**src/rtl/cvp_pkg.sv**
```systemverilog
// Package for the component video processing datapath: map, coefficients, limits, types
package cvp_pkg;
	// Register byte addresses (index times four for the printed subaddress)
	localparam logic [7:0] CVP_IDX_PEAK = 8'h29;
	localparam logic [7:0] CVP_ADR_PEAK = 8'ha4;
	localparam logic [7:0] CVP_ADR_MODE = 8'h00;
	localparam logic [7:0] CVP_ADR_SAT = 8'h04;
	localparam logic [7:0] CVP_ADR_CON = 8'h08;
	localparam logic [7:0] CVP_ADR_BRI = 8'h0c;
	localparam logic [7:0] CVP_ADR_STAT = 8'h10;
	// Field positions
	localparam int CVP_BIT_PEAK_EN = 0;
	localparam int CVP_BIT_COMP_IN = 0;
	// Reset values
	localparam logic [7:0] CVP_RST_SAT = 8'h40;
	localparam logic [7:0] CVP_RST_CON = 8'h40;
	localparam logic [7:0] CVP_RST_BRI = 8'h80;
	localparam logic CVP_RST_PEAK = 1'b0;
	localparam logic CVP_RST_COMP = 1'b0;
	// Matrix coefficients, scaled by 2^CVP_MAT_SHIFT
	localparam int CVP_MAT_SHIFT = 8;
	localparam int CVP_MAT_HALF = 128;
	localparam int CVP_K_YR = 77;
	localparam int CVP_K_YG = 150;
	localparam int CVP_K_YB = 29;
	localparam int CVP_K_CB = 148;
	localparam int CVP_K_CR = 187;
	localparam int CVP_C9_MID = 256;
	localparam int CVP_MAX9 = 511;
	localparam int CVP_MIN9 = 0;
	// Peaking: high-pass term scaled down by 2^4 gives 1.25 at half pixel rate
	localparam int CVP_PEAK_SHIFT = 4;
	localparam int CVP_LPF_SHIFT = 2;
	localparam int CVP_LPF_HALF = 2;
	// Adjustment stage: gain 64 is unity, brightness 128 is no offset
	localparam int CVP_GAIN_SHIFT = 6;
	localparam int CVP_GAIN_HALF = 32;
	localparam int CVP_C8_MID = 128;
	localparam int CVP_LIM_MIN = 1;
	localparam int CVP_LIM_MAX = 254;
	localparam int CVP_FIFO_SLACK = 6;

	typedef struct packed {
		logic [8:0] r;
		logic [8:0] g;
		logic [8:0] b;
	} cvp_pix_t;

	typedef struct packed {
		logic cb_phase_n;
		logic [7:0] luma;
		logic [7:0] chroma;
	} cvp_out_t;
endpackage

```
**src/rtl/cvp_component_video.sv**
```systemverilog
// Component video datapath: matrix, downformatter with peaking, adjustment, output FIFO
//
// Function
// - Matrix takes 9-bit RGB, yields 9-bit Y, Cb, Cr at unity gain.
// - Luma is 0.299 R plus 0.587 G plus 0.114 B.
// - Cb is 0.5772 of (B minus Y), Cr is 0.7296 of (R minus Y).
// - Component input bypasses the matrix with the same latency.
// - Both colour differences are low-pass filtered before decimation.
// - Cr is delayed one sample so both chroma samples pair with slot's first luma.
// - Phase 0 marks slot's first clock carrying Cb; phase 1 carries Cr.
// - Multiplexed chroma is registered after the multiplexer.
// - Luma high-pass peaking from delay registers, about 2 dB at 6.75 MHz.
// - Peaking has unity DC gain and saturates to 0 through 511.
// - One control bit at subaddress 29H enables the whole peaking filter.
// - Adjustment scales colour differences by an 8-bit saturation setting.
// - Adjustment applies 8-bit contrast gain and 8-bit brightness offset to luma.
// - All adjusted outputs are clamped to 1 through 254.
`timescale 1ns/1ps

////////////////////////////////////////////////////////////////////////////////
module cvp_fifo #(
	parameter int WIDTH = 17,
	parameter int DEPTH = 8
) (
	input wire logic clk_i,
	input wire logic rst_i,
	input wire logic in_valid_i,
	output logic in_ready_o,
	input wire logic [WIDTH-1:0] in_data_i,
	output logic out_valid_o,
	input wire logic out_ready_i,
	output logic [WIDTH-1:0] out_data_o,
	output logic [$clog2(DEPTH):0] level_o
);
	localparam int AW = $clog2(DEPTH);
	logic [WIDTH-1:0] mem_q [DEPTH];
	logic [AW-1:0] wr_q;
	logic [AW-1:0] rd_q;
	logic [AW:0] cnt_q;
	logic push;
	logic pop;

	assign in_ready_o = (cnt_q != (AW+1)'(DEPTH));
	assign out_valid_o = (cnt_q != '0);
	assign push = in_valid_i && in_ready_o;
	assign pop = out_valid_o && out_ready_i;
	assign out_data_o = mem_q[rd_q];
	assign level_o = cnt_q;

	always_ff @(posedge clk_i) begin
		if (rst_i) begin
			wr_q <= '0;
			rd_q <= '0;
			cnt_q <= '0;
		end else begin
			if (push) begin
				wr_q <= (wr_q == AW'(DEPTH-1)) ? '0 : wr_q + 1'b1;
			end
			if (pop) begin
				rd_q <= (rd_q == AW'(DEPTH-1)) ? '0 : rd_q + 1'b1;
			end
			cnt_q <= cnt_q + (AW+1)'(push) - (AW+1)'(pop);
		end
	end

	always_ff @(posedge clk_i) begin
		if (push) begin
			mem_q[wr_q] <= in_data_i;
		end
	end
endmodule

////////////////////////////////////////////////////////////////////////////////
module cvp_component_video #(
	parameter int FIFO_DEPTH = 8
) (
	input wire logic clk_i,
	input wire logic rst_i,
	input wire logic wb_cyc_i,
	input wire logic wb_stb_i,
	input wire logic wb_we_i,
	input wire logic [7:0] wb_adr_i,
	input wire logic [3:0] wb_sel_i,
	input wire logic [31:0] wb_dat_i,
	output logic [31:0] wb_dat_o,
	output logic wb_ack_o,
	input wire logic pix_valid_i,
	input wire cvp_pkg::cvp_pix_t pix_i,
	output logic pix_ready_o,
	output logic out_valid_o,
	input wire logic out_ready_i,
	output cvp_pkg::cvp_out_t out_o
);
	localparam int OW = $bits(cvp_pkg::cvp_out_t);

	typedef struct packed {
		logic ack;
		logic [31:0] rdat;
		logic comp_in;
		logic luma_peaking_enable;
		logic [7:0] comp_saturation_gain;
		logic [7:0] comp_contrast_gain;
		logic [7:0] comp_brightness_offset;
		logic rdy;
		logic [15:0] pix_cnt;
		logic s1_v;
		logic [8:0] s1_y;
		logic [8:0] s1_cb;
		logic [8:0] s1_cr;
		logic [8:0] cb_h1;
		logic [8:0] cb_h2;
		logic [8:0] cr_h1;
		logic [8:0] cr_h2;
		logic [8:0] y_h1;
		logic [8:0] y_h2;
		logic s2_v;
		logic [8:0] s2_y;
		logic [8:0] s2_cb;
		logic [8:0] s2_cr;
		logic phase;
		logic [8:0] cr_hold;
		logic s3_v;
		logic [8:0] s3_y;
		logic [8:0] s3_c;
		logic s3_ph;
		logic s4_v;
		cvp_pkg::cvp_out_t s4;
	} cvp_state_t;

	cvp_state_t q;
	cvp_state_t d;
	logic [$clog2(FIFO_DEPTH):0] fifo_level;
	logic [OW-1:0] fifo_out;

	// Saturate to the 9-bit sample range
	function automatic logic [8:0] cvp_sat9(input int v);
		if (v < cvp_pkg::CVP_MIN9) begin
			return 9'(cvp_pkg::CVP_MIN9);
		end else if (v > cvp_pkg::CVP_MAX9) begin
			return 9'(cvp_pkg::CVP_MAX9);
		end
		return 9'(v);
	endfunction

	// Clamp to the legal 8-bit video range, keeping 0 and 255 for timing codes
	function automatic logic [7:0] cvp_lim8(input int v);
		if (v < cvp_pkg::CVP_LIM_MIN) begin
			return 8'(cvp_pkg::CVP_LIM_MIN);
		end else if (v > cvp_pkg::CVP_LIM_MAX) begin
			return 8'(cvp_pkg::CVP_LIM_MAX);
		end
		return 8'(v);
	endfunction

	////////////////////////////////////////////////////////////////////////////
	always_comb begin
		int r;
		int g;
		int b;
		int y;
		int hp;
		int pk;
		int yl;
		int cv;
		logic acc;
		r = 0;
		g = 0;
		b = 0;
		y = 0;
		hp = 0;
		pk = 0;
		yl = 0;
		cv = 0;
		acc = 1'b0;
		d = q;

		// Wishbone slave: answer one cycle after the strobe, drop ack the cycle after
		acc = wb_cyc_i && wb_stb_i && !q.ack;
		d.ack = acc;
		if (acc) begin
			unique case (wb_adr_i)
				cvp_pkg::CVP_ADR_MODE: d.rdat = 32'(q.comp_in);
				cvp_pkg::CVP_ADR_PEAK: d.rdat = 32'(q.luma_peaking_enable);
				cvp_pkg::CVP_ADR_SAT: d.rdat = 32'(q.comp_saturation_gain);
				cvp_pkg::CVP_ADR_CON: d.rdat = 32'(q.comp_contrast_gain);
				cvp_pkg::CVP_ADR_BRI: d.rdat = 32'(q.comp_brightness_offset);
				cvp_pkg::CVP_ADR_STAT: d.rdat = {12'h000, 4'(fifo_level), q.pix_cnt};
				default: d.rdat = 32'h0000_0000;
			endcase
		end
		// Writes land at the edge where the master sees ack
		if (wb_cyc_i && wb_stb_i && wb_we_i && q.ack && wb_sel_i[0]) begin
			unique case (wb_adr_i)
				cvp_pkg::CVP_ADR_MODE: d.comp_in = wb_dat_i[cvp_pkg::CVP_BIT_COMP_IN];
				cvp_pkg::CVP_ADR_PEAK: begin
					d.luma_peaking_enable = wb_dat_i[cvp_pkg::CVP_BIT_PEAK_EN];
				end
				cvp_pkg::CVP_ADR_SAT: d.comp_saturation_gain = wb_dat_i[7:0];
				cvp_pkg::CVP_ADR_CON: d.comp_contrast_gain = wb_dat_i[7:0];
				cvp_pkg::CVP_ADR_BRI: d.comp_brightness_offset = wb_dat_i[7:0];
				default: d.rdy = q.rdy;
			endcase
		end

		// Input throttle leaves room for every sample still in the pipeline
		d.rdy = (int'(fifo_level) < FIFO_DEPTH - cvp_pkg::CVP_FIFO_SLACK);

		// Stage 1: matrix or matched bypass, both one register deep
		d.s1_v = pix_valid_i && q.rdy;
		if (d.s1_v) begin
			d.pix_cnt = q.pix_cnt + 16'h0001;
			r = int'(pix_i.r);
			g = int'(pix_i.g);
			b = int'(pix_i.b);
			if (q.comp_in) begin
				d.s1_y = pix_i.r;
				d.s1_cb = pix_i.g;
				d.s1_cr = pix_i.b;
			end else begin
				y = (cvp_pkg::CVP_K_YR * r + cvp_pkg::CVP_K_YG * g + cvp_pkg::CVP_K_YB * b
					+ cvp_pkg::CVP_MAT_HALF) >>> cvp_pkg::CVP_MAT_SHIFT;
				d.s1_y = cvp_sat9(y);
				d.s1_cb = cvp_sat9(((cvp_pkg::CVP_K_CB * (b - y) + cvp_pkg::CVP_MAT_HALF)
					>>> cvp_pkg::CVP_MAT_SHIFT) + cvp_pkg::CVP_C9_MID);
				d.s1_cr = cvp_sat9(((cvp_pkg::CVP_K_CR * (r - y) + cvp_pkg::CVP_MAT_HALF)
					>>> cvp_pkg::CVP_MAT_SHIFT) + cvp_pkg::CVP_C9_MID);
			end
		end

		// Stage 2: chroma anti-alias [1 2 1]/4, luma delay line doubles as peaking taps
		d.s2_v = q.s1_v;
		if (q.s1_v) begin
			d.cb_h1 = q.s1_cb;
			d.cb_h2 = q.cb_h1;
			d.cr_h1 = q.s1_cr;
			d.cr_h2 = q.cr_h1;
			d.y_h1 = q.s1_y;
			d.y_h2 = q.y_h1;
			d.s2_cb = 9'((int'(q.s1_cb) + 2 * int'(q.cb_h1) + int'(q.cb_h2)
				+ cvp_pkg::CVP_LPF_HALF) >>> cvp_pkg::CVP_LPF_SHIFT);
			d.s2_cr = 9'((int'(q.s1_cr) + 2 * int'(q.cr_h1) + int'(q.cr_h2)
				+ cvp_pkg::CVP_LPF_HALF) >>> cvp_pkg::CVP_LPF_SHIFT);
			hp = 2 * int'(q.y_h1) - int'(q.s1_y) - int'(q.y_h2);
			pk = int'(q.y_h1) + (hp >>> cvp_pkg::CVP_PEAK_SHIFT);
			// Filtered or plain tap share the same delay, so switching is glitch-free
			d.s2_y = q.luma_peaking_enable ? cvp_sat9(pk) : q.y_h1;
		end

		// Stage 3: 4:2:2 multiplexer, result held in a register
		d.s3_v = q.s2_v;
		if (q.s2_v) begin
			d.phase = ~q.phase;
			d.s3_y = q.s2_y;
			d.s3_ph = q.phase;
			if (!q.phase) begin
				d.s3_c = q.s2_cb;
				d.cr_hold = q.s2_cr;
			end else begin
				d.s3_c = q.cr_hold;
			end
		end

		// Stage 4: contrast, brightness, saturation and legal-range limiting
		d.s4_v = q.s3_v;
		if (q.s3_v) begin
			yl = ((int'(q.s3_y) >>> 1) * int'(q.comp_contrast_gain) + cvp_pkg::CVP_GAIN_HALF)
				>>> cvp_pkg::CVP_GAIN_SHIFT;
			yl = yl + int'(q.comp_brightness_offset) - cvp_pkg::CVP_C8_MID;
			cv = (((int'(q.s3_c) >>> 1) - cvp_pkg::CVP_C8_MID) * int'(q.comp_saturation_gain)
				+ cvp_pkg::CVP_GAIN_HALF) >>> cvp_pkg::CVP_GAIN_SHIFT;
			d.s4.luma = cvp_lim8(yl);
			d.s4.chroma = cvp_lim8(cv + cvp_pkg::CVP_C8_MID);
			d.s4.cb_phase_n = q.s3_ph;
		end
	end

	////////////////////////////////////////////////////////////////////////////
	always_ff @(posedge clk_i) begin
		if (rst_i) begin
			q <= '0;
			q.comp_in <= cvp_pkg::CVP_RST_COMP;
			q.luma_peaking_enable <= cvp_pkg::CVP_RST_PEAK;
			q.comp_saturation_gain <= cvp_pkg::CVP_RST_SAT;
			q.comp_contrast_gain <= cvp_pkg::CVP_RST_CON;
			q.comp_brightness_offset <= cvp_pkg::CVP_RST_BRI;
		end else begin
			q <= d;
		end
	end

	// Output buffer; a stalled sink throttles the input through pix_ready_o
	cvp_fifo #(
		.WIDTH(OW),
		.DEPTH(FIFO_DEPTH)
	) u_fifo (
		.clk_i(clk_i),
		.rst_i(rst_i),
		.in_valid_i(q.s4_v),
		// The throttle stops input once the level reaches DEPTH-6, so the FIFO is never full on a push
		.in_ready_o(),
		.in_data_i(q.s4),
		.out_valid_o(out_valid_o),
		.out_ready_i(out_ready_i),
		.out_data_o(fifo_out),
		.level_o(fifo_level)
	);

	assign out_o = cvp_pkg::cvp_out_t'(fifo_out);
	assign wb_ack_o = q.ack;
	assign wb_dat_o = q.rdat;
	assign pix_ready_o = q.rdy;
endmodule

```
**config.mk**
```make
export PLATFORM = sky130hd
export DESIGN_NAME = cvp_component_video
export DESIGN_NICKNAME = d
export VERILOG_FILES = /design/src/rtl/cvp_pkg.sv /design/src/rtl/cvp_component_video.sv
export SDC_FILE = /design/constraint.sdc
export NUM_CORES = 1
export LEC_CHECK = 0
export ABC_AREA = 1
export BUFFER_PORTS_ARGS = -buffer_cell sky130_fd_sc_hd__buf_4
export CAP_MARGIN = 15
export CORE_MARGIN = 4
export CORE_UTILIZATION = 48
export DETAILED_ROUTE_END_ITERATION = 8
export PLACE_DENSITY = 0.67
export SLEW_MARGIN = 20
export SYNTH_ARGS = -nofsm -noshare
export SYNTH_HDL_FRONTEND = slang
export SYNTH_SLANG_ARGS = --single-unit
```
**constraint.sdc**
```tcl
create_clock -name clk_i -period 15 [get_ports clk_i]
set_clock_uncertainty 0.1 [all_clocks]
set_input_delay 3 -clock clk_i [delete_from_list [all_inputs] [get_ports clk_i]]
set_output_delay 3 -clock clk_i [all_outputs]
set_load 0.02 [all_outputs]
```
==> results.md, run 1 <==
* Global routing's busiest layer: met2
* Routability congestion estimate at 0.880
* Number of pins exceeding their max-slew limit in the final report at 0
* Part of the Yosys area used for sequential elements at 0.266
* Max-slew headroom at the worst pin at 0.302
* Global-route usage over all layers at 0.203
* Slew at the pin closest to its max-slew limit at between 1 and 1.5 ns
* Distinct cell type count after synthesis at 67
* Via count of the routed design at about 26,000
* Number of max-cap violations at 0
* Area share of the largest cell type after synthesis at 0.147
* Placed wire-length estimate at between 50,000 and 60,000 um
* Critical path fanouts, max at 6
* Via density at around 5
* Most used standard cell by instance count after synthesis: inv_1
* Area growth syn-to-layout at 17.2%
* Arrival time reported for the critical path endpoint at ~15 ns
* Startpoint of the lowest-slack register-to-register path: q[185]$_SDFFE_PP0P_
* Mean instance size in the synthesized netlist at roughly 8 um2
* Root Driver: clkbuf_16
* Cts bufs inserted at 40
* Setup violators final at 0
* Seq cells post-synth at 365
* Buffers added on ports at 90
* CTS Hold Buffers Added at 0
* Final WL at 74,300 um
* Initial antenna violation count at 1
* Source-to-sink clock delay at the later pin of the worst-skew pair at 0.55 ns
* Library cell with the largest summed area after synthesis: ha_1
* Final worst-path cycle share at 0.987
* DRC errors left at 0
* Hold Startpoint: q[45]$_SDFFE_PP0P_
* Outcome: completed
* Die area at just over 70,000 um2
* TritonCTS clock tree: done
* Total number of placement rows at 95
* Maximum level of the CTS H-tree at 2
* Number of antenna diodes at 0
* Iteration count of the initial detailed-routing pass at 5
* Total overflow reported by the global router at 0
* Worst Setup Path Type: in -> reg
* Placeable core area at slightly below 70,000 um2
* Height of the chip at 269 um
* Yosys warns at 0
* Min-Delay Endpoint: q[45]$_SDFFE_PP0P_
* Total Negative Setup Slacks at 0 ns
* Hold Vio Cnt, Final at 0
* Minimum setup slack among reg-to-reg paths at between 7 and 8 ns
* Proportion of layout cells with a drive suffix above 1 at 0.171
* Hold crit path type: reg -> reg
* Critical Path Start Type: primary input
* Critical Path End Type: flop
* Antenna violation net count after detailed routing at 0
* Non-Filler Cell Area, Final at ~38,000 um2
* Post-place instance area at 35,600 um2
* Number of global-route vias before repair at 25,300
* Clock sinks at around 370
* Global Route met3 Usage at 0.0219
* Worst slack on hold paths at roughly 0.35 ns
* Minimum clock period at around 15 ns
* Met2 GRT Util at 0.365
* CP max stage cell: fa_1
* Placed cell count at 5,144
* Maximum cell stage delay along the critical path at 0.59 ns
* Global-route track usage on met1 at 0.260
* Fill count at 6,135
* Pin count of the biggest net entering global routing at 83
* Synth top cells by count: inv_1, nand2_1, nor2_1
* Max Buffers Root-to-Sink at 3
* Initial standard-cell utilization of the core at 0.484
* Leading register cell type out of synthesis: dfxtp_1
* Final net count at between 5,000 and 6,000
* Die Span X at about 270 um
* WP data required at between 15 and 20 ns
* WL per Instance at approximately 14 um
* Clock transition at path regs at 0.06 ns
* Terminus of the critical flop-to-flop path: q[11]$_SDFFE_PP0P_
* Number of I/O pins at 130
* Cell area after synthesis at 32,600 um2
* Fraction of synthesis flops using an asynchronous set or reset pin at 0
* Worst Reg2Reg Path Length in Cells at 37
* Wire length of the first global-routing pass at 122,000 um
* DR iter-0 viols at between 1,000 and 1,500
* Highest achievable clock rate at 67.6 MHz
* Setup repair after global routing missed its margin: yes
* Main area contributors after synthesis: ha_1, fa_1, dfxtp_1
* EDFF count, synth at around 140
* Post-synthesis instance total at about 4,100
* Cell depth of the worst hold path at 2
* Fin cells at around 5,200
critical path: cells and delay by family:
kind	cells	cell delay, ns
compound gates	8	1.23
simple gates	26	2.44
buf+inv	11	0.75
xor+xnor	3	0.62
fa+ha+maj	19	7.06
per-layer routing:
layer | share of wire | vias to the layer above | routed length [um]
li1 | - | 13400 | -
met1 | 0.44 | 12400 | 32600
met2 | 0.50 | 433 | 37100
met3 | 0.034 | 124 | 2510
met4 | 0.028 | 2 | 2090
met5 | 0.000094 | - | 7
how the worst max path moves through the flow:
stage | startpoint | end | slack [ns] | depth (start not counted)
6_report | pix_i[15] | q[132]$_SDFFE_PP0P_ | 0.20 | 67
5_1_grt | pix_i[14] | q[130]$_SDFFE_PP0P_ | -0.36 | 69
4_1_cts | pix_i[13] | q[138]$_SDFFE_PP0P_ | 0.004 | 69
3_5_place_dp | pix_i[13] | q[137]$_SDFFE_PP0P_ | -0.83 | 72
3_3_place_gp | pix_i[13] | q[137]$_SDFFE_PP0P_ | -0.71 | 67
2_1_floorplan | pix_i[13] | q[130]$_SDFFE_PP0P_ | 0.004 | 71
final cells by class:
type | count | area [um2] | area share
inverter | 826 | 3110 | 0.0815
clock buffer | 51 | 1110 | 0.0292
clock inverter | 19 | 265 | 0.00695
multi-input combinational | 2742 | 21100 | 0.553
timing repair buffer | 367 | 2820 | 0.0738
sequential | 365 | 8670 | 0.227
tap | 873 | 1090 | 0.0286
registers in the layout, summed over array words and instances (netlist names), 3 cells and up, named ones only:
name and flops:
u_fifo.level_o 4, q 191, u_fifo.wr_q 3, wb_dat_o 20, d 3, u_fifo.rd_q 3, u_fifo.mem_q 136
cell families after synthesis:
kind of cell | Yosys count | share of synthesized area
adders and majority gates | 615 | 0.290
DFF | 365 | 0.266
and+or+nand+nor | 1350 | 0.185
buffers and inverters | 980 | 0.118
AOI/OAI and AO/OA | 645 | 0.110
other | 1 | 0.000115
xor gates and xnor gates | 117 | 0.0317
stage by stage:
step	utilization	setup slack (ns)
after floorplan	-	0.00430
after global placement	0.529	-0.713
after detailed placement	0.529	-0.831
after CTS	0.552	0.00449
after global routing	0.568	-0.359
final	0.568	0.196
placed cells by master (no fill, tap or decap), types with 14 or more instances in the layout:
master and count:
a21oi_1 225, a21oi_2 36, a31oi_1 25, buf_4 356
clkbuf_16 41, dfxtp_1 227, edfxtp_1 136, fa_1 233
ha_1 340, ha_4 37, inv_1 783, inv_2 33
nand2_1 550, nand2_2 74, nand2_4 23, nand3_1 130
nand3_2 24, nand4_1 36, nor2_1 408, nor2_2 19
nor3_1 25, o21ai_0 257, o21bai_1 14, o22ai_1 19
xnor2_1 39, xor2_1 66
timing repair:
| item | in CTS | in global routing |
|---|---|---|
| buffers inserted | 10 | 15 |
| gates cloned | 0 | 3 |
| endpoints found under the setup margin | 18 | 18 |
| resized for setup | 15 | 173 |
| pin swaps | 17 | 111 |
Power of run 1 is left out: the tool's default activity adds up to more than one toggle a clock period on the data nets, which glitch-free logic cannot reach.
==> run 2, diff against run 1 <==
- clock period: 15 -> 13.1 ns (I/O delays scaled with it)
==> run 2 against run 1 <==
Against the previous run:
- the run now ends with setup timing left
- worst hold slack worse by 0.0056 ns
- final area is 2.4% higher
- worst setup slack worse by 1.2 ns
- clock-buffer cell count is 8 higher
- sequential share of layout area is 0.53 points lower
- critical path depth is 3 lower
- cell count is 2.3% higher
- critical endpoint is now q[138]$_SDFFE_PP0P_
==> results.md, run 2 (synthesis results as in run 1) <==
* Outcome: finished, violations left (was completed)
* Violated checks: setup timing
* Total overflow reported by the global router at 0 (unchanged)
* Setup repair after global routing missed its margin: yes (unchanged)
* Number of max-cap violations at 0 (unchanged)
* Antenna violation net count after detailed routing at 0 (unchanged)
* Critical Path Start Type: primary input (unchanged)
* Maximum level of the CTS H-tree at 2 (unchanged)
* Cts bufs inserted at 41 (was 40)
* Global-route usage over all layers at 0.210 (was 0.203)
* Highest achievable clock rate at about 70 MHz
* Most common cell after layout, fill and taps aside: inv_1 (unchanged)
* Maximum cell stage delay along the critical path at 0.53 ns (was 0.59 ns)
* WP data required at 13.40 ns (was 15.32 ns)
* Source-to-sink clock delay at the later pin of the worst-skew pair at 0.55 ns (about the same)
* Iteration count of the initial detailed-routing pass at 5 (unchanged)
* Worst slack on hold paths at 0.346 ns (was 0.352 ns)
* Wire length of the first global-routing pass at 126,000 um (was 122,000 um)
* Worst setup slack after layout at -1.05 ns (was 0.196 ns)
* Max-slew headroom at the worst pin at 0.287 (was 0.302)
* Area growth syn-to-layout at 20.0% (was 17.2%)
* Clock transition at path regs at 0.06 ns (about the same)
* Leading cell types in the layout, fill and taps excluded: inv_1, nand2_1, buf_4 (was inv_1, nand2_1, nor2_1)
* Placed wire-length estimate at 58,000 um (was 56,200 um)
* Critical Path Most Common Cell: buf_4
* Final WL at 75,700 um (was 74,300 um)
* Arrival time reported for the critical path endpoint at 14.45 ns (was 15.12 ns)
* Critical path fanouts, max at 4 (was 6)
* Via density at 5.00 (was 5.02)
* Height of the chip at 269 um (unchanged)
* Number of antenna diodes at 0 (unchanged)
* Clock sinks at 365 (unchanged)
* Buffers added on ports at 90 (unchanged)
* Minimum clock period at between 10 and 15 ns
* TritonCTS clock tree: done (unchanged)
* Setup violators final at 18 (was 0)
* Via count of the routed design at 26,800 (was 26,300)
* Critical Path End Type: flop (unchanged)
* Placeable core area at 67,300 um2 (unchanged)
* Initial antenna violation count at 1 (unchanged)
* Worst Setup Path Type: in -> reg (unchanged)
* Die area at 72,100 um2 (unchanged)
* Slew at the pin closest to its max-slew limit at 1.06 ns (was 1.04 ns)
* Number of pins exceeding their max-slew limit in the final report at 0 (unchanged)
* Flip-flop count of the largest register, all copies and words added at 191 (unchanged)
* Final worst-path cycle share at 1.08
* Hold Vio Cnt, Final at 0 (unchanged)
* Final net count at 5,154 (was 5,035)
* Pin count of the biggest net entering global routing at 98 (was 83)
* CP max stage cell: fa_1 (unchanged)
* Number of global-route vias before repair at 26,700 (was 25,300)
* Initial standard-cell utilization of the core at 0.484 (unchanged)
* DRC errors left at 0 (unchanged)
* Top register by number of flip-flops: q (unchanged)
* Total number of placement rows at 95 (unchanged)
* Die Span X at 269 um (unchanged)
* CTS Hold Buffers Added at 0 (unchanged)
* Proportion of layout cells with a drive suffix above 1 at 0.196 (was 0.171)
* Routability congestion estimate at 0.901 (was 0.880)
* WL per Instance at 14.1 um (was 14.2 um)
* Root Driver: clkbuf_16 (unchanged)
* Hold crit path type: reg -> reg (unchanged)
* DR iter-0 viols at 1,268 (was 1,495)
* Number of I/O pins at 130 (unchanged)
* Max Buffers Root-to-Sink at 3 (unchanged)
* Final Util at 0.581 (was 0.568)
-- run 2: cell types whose count changed in the layout (fill, tap and decap cells not counted), moves of 4 or more --
cell	delta
buf_4	+122
ha_4	+8
buf_6	-6
inv_1	-6
inv_2	+6
ha_1	-5
nand2_1	+5
bufinv_16	-4
nand2_2	-4
nor2_2	+4
o21ai_1	-4
-- run 2: repair_timing --
action,4_1_cts,5_1_grt
setup buffers,41,12
cloned,2,0
endpoints found under the setup margin,18,18
resized for setup,67,91
pin swaps,41,42
-- run 2: final timing paths --
path | from | endpoint | slack, ns | cells past startpoint
max | pix_i[15] | q[138]$_SDFFE_PP0P_ | -1.05 | 64
min | q[45]$_SDFFE_PP0P_ | q[45]$_SDFFE_PP0P_ | 0.35 | 2
max reg2reg | q[185]$_SDFFE_PP0P_ | q[11]$_SDFFE_PP0P_ | 5.67 | 37
min reg2reg | q[45]$_SDFFE_PP0P_ | q[45]$_SDFFE_PP0P_ | 0.35 | 2
-- run 2: final cells by class --
class,count,area [um2]
multi-input combinational,2742,21200
inverter,826,3120
clock inverter,13,128
fill,6003,28200
sequential,365,8670
timing repair buffer,485,3700
clock buffer,59,1220
tap,873,1090
-- run 2: metal layers --
layer | track usage | wire length [um]
met5 | 0 | 0
met1 | 0.257 | 32100
met4 | 0.0644 | 2260
met2 | 0.388 | 38600
met3 | 0.0266 | 2670
-- run 2: critical path, delay by kind of cell --
family	cells	cell delay (ns)
buffers and inverters	22	2.17
XOR/XNOR	3	0.59
adder cells (fa/ha/maj)	18	6.65
AND/OR/NAND/NOR	10	0.80
AO/OA/AOI/OAI	11	1.62
-- run 2: metrics by stage --
stage,setup WS [ns],setup TNS [ns],area [um2],cells
floorplan,-1.25,-18.48,32900,4085
global placement,-1.80,-30.02,36500,5236
detailed placement,-1.97,-32.16,36500,5236
CTS,-0.930,-13.39,38600,5351
global route,-1.56,-25.89,39100,5363
finish,-1.05,-15.28,39100,5363
Power of run 2 is left out for the same reason.
==> run 3, diff against run 2 <==
- ABC_AREA: 1 -> unset
==> run 3 against run 2 <==
Against the previous run:
- the run still ends with setup timing left
- die area shrank 4.2%
- sequential share of layout area grew 0.87 points
- non-clock buffer count shrank 41
- utilization grew 0.38 points
- cell count shrank 18%
- worst setup slack lost 0.53 ns
- via count shrank 14%
- critical path type unchanged
- critical endpoint is now q[133]$_SDFFE_PP0P_
==> results.md, run 3 <==
* Via count of the routed design at 23,100 (was 26,800)
* Slew at the pin closest to its max-slew limit at 1.14 ns (was 1.06 ns)
* Final Util at 0.585 (was 0.581)
* Most common cell after layout, fill and taps aside: inv_1 (unchanged)
* Leading register cell type out of synthesis: dfxtp_1 (unchanged)
* Global-route usage over all layers at 0.205 (was 0.210)
* Number of I/O pins at 130 (unchanged)
* Highest achievable clock rate at 68.1 MHz (was 70.7 MHz)
* Total number of placement rows at 93 (was 95)
* Clock transition at path regs at 0.06 ns (about the same)
* Number of global-route vias before repair at 23,500 (was 26,700)
* Critical path fanouts, max at 5 (was 4)
* EDFF count, synth at 136 (unchanged)
* Minimum clock period at 14.68 ns (was 14.15 ns)
* DRC errors left at 0 (unchanged)
* Hold Vio Cnt, Final at 0 (unchanged)
* Height of the chip at 263 um (was 269 um)
* Violated checks: setup timing (unchanged)
* Seq cells post-synth at 365 (unchanged)
* Non-Filler Cell Area, Final at 37,600 um2 (was 39,100 um2)
* Area share of the largest cell type after synthesis at 0.153 (was 0.147)
* Number of antenna diodes at 0 (unchanged)
* Max Buffers Root-to-Sink at 3 (unchanged)
* Synth top cells by count: inv_1, ha_1, nor2_1 (was inv_1, nand2_1, nor2_1)
* Main area contributors after synthesis: ha_1, fa_1, dfxtp_1 (unchanged)
* Critical Path Most Common Cell: ha_4 (was buf_4)
* Cell area after synthesis at 31,200 um2 (was 32,600 um2)
* Post-place instance area at 35,300 um2 (was 36,500 um2)
* Proportion of layout cells with a drive suffix above 1 at 0.223 (was 0.196)
* Post-synthesis instance total at 3,167 (was 4,073)
* Maximum cell stage delay along the critical path at 0.52 ns (was 0.53 ns)
* Area of combinational cells with multiple inputs at 21,600 um2 (was 21,200 um2)
* Initial standard-cell utilization of the core at 0.484 (about the same)
* Fraction of synthesis flops using an asynchronous set or reset pin at 0 (unchanged)
* Fin cells at 4,421 (was 5,363)
* Via density at 5.23 (was 5.00)
* Routability congestion estimate at 0.894 (was 0.901)
* Die area at 69,100 um2 (was 72,100 um2)
* Source-to-sink clock delay at the later pin of the worst-skew pair at 0.53 ns (was 0.55 ns)
* Root Driver: clkbuf_16 (unchanged)
* Number of max-cap violations at 0 (unchanged)
* Area occupied by registers at 8670 um2 (about the same)
* Critical Path Start Type: primary input (unchanged)
* Die Span X at 263 um (was 269 um)
* Initial antenna violation count at 0 (was 1)
* Hold crit path type: reg -> reg (unchanged)
* Antenna violation net count after detailed routing at 0 (unchanged)
* Final worst-path cycle share at 1.12 (was 1.08)
* Library cell with the largest summed area after synthesis: ha_1 (unchanged)
* Distinct cell type count after synthesis at 107 (was 67)
* Part of the Yosys area used for sequential elements at 0.278 (was 0.266)
* Outcome: finished, violations left (unchanged)
* Placed cell count at 4,323 (was 5,236)
* Arrival time reported for the critical path endpoint at 14.98 ns (was 14.45 ns)
* Total overflow reported by the global router at 0 (unchanged)
* Number of pins exceeding their max-slew limit in the final report at 0 (unchanged)
* Final net count at 4,230 (was 5,154)
* Placeable core area at 64,300 um2 (was 67,300 um2)
* Yosys warns at 0 (unchanged)
* TritonCTS clock tree: done (unchanged)
* Fill count at 5,452 (was 6,003)
* Placed wire-length estimate at 56,000 um (was 58,000 um)
* Critical Path End Type: flop (unchanged)
* Wire length of the first global-routing pass at 119,000 um (was 126,000 um)
* WL per Instance at 16.1 um (was 14.1 um)
* Pin count of the biggest net entering global routing at 104 (was 98)
* Cts bufs inserted at 37 (was 41)
* WP data required at 13.40 ns (about the same)
* CP max stage cell: fa_1 (unchanged)
* Worst Setup Path Type: in -> reg (unchanged)
* DR iter-0 viols at 1,033 (was 1,268)
* Setup violators final at 18 (unchanged)
* Iteration count of the initial detailed-routing pass at 5 (unchanged)
* Setup repair after global routing missed its margin: yes (unchanged)
* Leading cell types in the layout, fill and taps excluded: inv_1, buf_4, ha_1 (was inv_1, nand2_1, buf_4)
* Clock sinks at 365 (unchanged)
* Flip-flop count of the largest register, all copies and words added at 191 (unchanged)
* Area growth syn-to-layout at 20.8% (was 20.0%)
* Most used standard cell by instance count after synthesis: inv_1 (unchanged)
* Top register by number of flip-flops: q (unchanged)
* Worst slack on hold paths at 0.351 ns (was 0.346 ns)
* Buffers added on ports at 90 (unchanged)
* Maximum level of the CTS H-tree at 2 (unchanged)
* Final WL at 71,300 um (was 75,700 um)
* Max-slew headroom at the worst pin at 0.240 (was 0.287)
* Mean instance size in the synthesized netlist at 9.84 um2 (was 8.00 um2)
* CTS Hold Buffers Added at 0 (unchanged)
* Worst setup slack after layout at -1.58 ns (was -1.05 ns)
==> run 3: cell types whose count changed in the layout (fill, tap and decap cells not counted), sizes merged, moves of 29 or more <==
cell	previous run	this run
a21o	12	41
a21oi	266	121
and2	5	81
buf	485	444
inv	822	457
mux2i	0	111
mux4	0	34
nand2	649	197
nand3	159	53
nor2	442	258
nor2b	0	32
o21ai	271	101
xnor2	43	99
==> run 3: final cells by class <==
| cell class | instances | area share |
|---|---|---|
| flip-flops and latches | 365 | 0.230 |
| well taps | 855 | 0.0284 |
| repair buffers | 444 | 0.0899 |
| clock inverters | 21 | 0.00529 |
| multi-input cells | 2233 | 0.573 |
| clock buffers | 47 | 0.0272 |
| inverters | 456 | 0.0457 |
==> run 3: cells by family (layout without fill, tap and decap cells) <==
kind of cell               Yosys count  in the layout  share of synthesized area
DFF                                365            365                      0.278
adders and majority gates          625            625                      0.306
muxes                              165            165                     0.0675
xor gates and xnor gates           158            158                     0.0458
other                                1             13                   0.000120
and+or+nand+nor                    796            796                      0.123
buffers and inverters              581            968                     0.0746
AOI/OAI and AO/OA                  476            476                      0.104
==> run 3: final timing paths <==
path,start,to,slack (ns),cells past startpoint
worst max-delay path,pix_i[13],q[133]$_SDFFE_PP0P_,-1.58,56
worst min-delay path,q[53]$_SDFFE_PP0P_,q[43]$_SDFFE_PP0P_,0.35,2
worst min register to register,q[53]$_SDFFE_PP0P_,q[43]$_SDFFE_PP0P_,0.35,2
worst max register to register,q[185]$_SDFFE_PP0P_,q[10]$_SDFFE_PP0P_,5.67,28
==> run 3: layer usage <==
metal  global-route usage  wire length [um]
met4               0.0499              1760
met3               0.0191              2450
met1                0.267             30900
met2                0.370             36200
met5                    0                 0
==> run 3: repair_timing <==
item / CTS / global route
cloned: 1 / 0
resized for setup: 92 / 67
setup endpoints to repair: 18 / 18
pin swaps: 75 / 86
setup buffers: 18 / 13
==> run 3: per-stage QoR <==
step / setup slack (ns) / TNS, ns
4_1_cts: -1.44 / -21.34
5_1_grt: -1.94 / -30.30
6_report: -1.58 / -23.14
2_1_floorplan: -1.66 / -22.02
3_3_place_gp: -2.17 / -35.80
3_5_place_dp: -2.31 / -38.15
==> run 3: critical path: cells and delay by family <==
family                     cells  cell delay [ns]
adders and majority gates     20             7.00
and+or+nand+nor                9             1.45
buffers and inverters         12             0.86
xor gates and xnor gates       3             0.48
AOI/OAI and AO/OA             12             2.56
Power of run 3 is left out for the same reason.
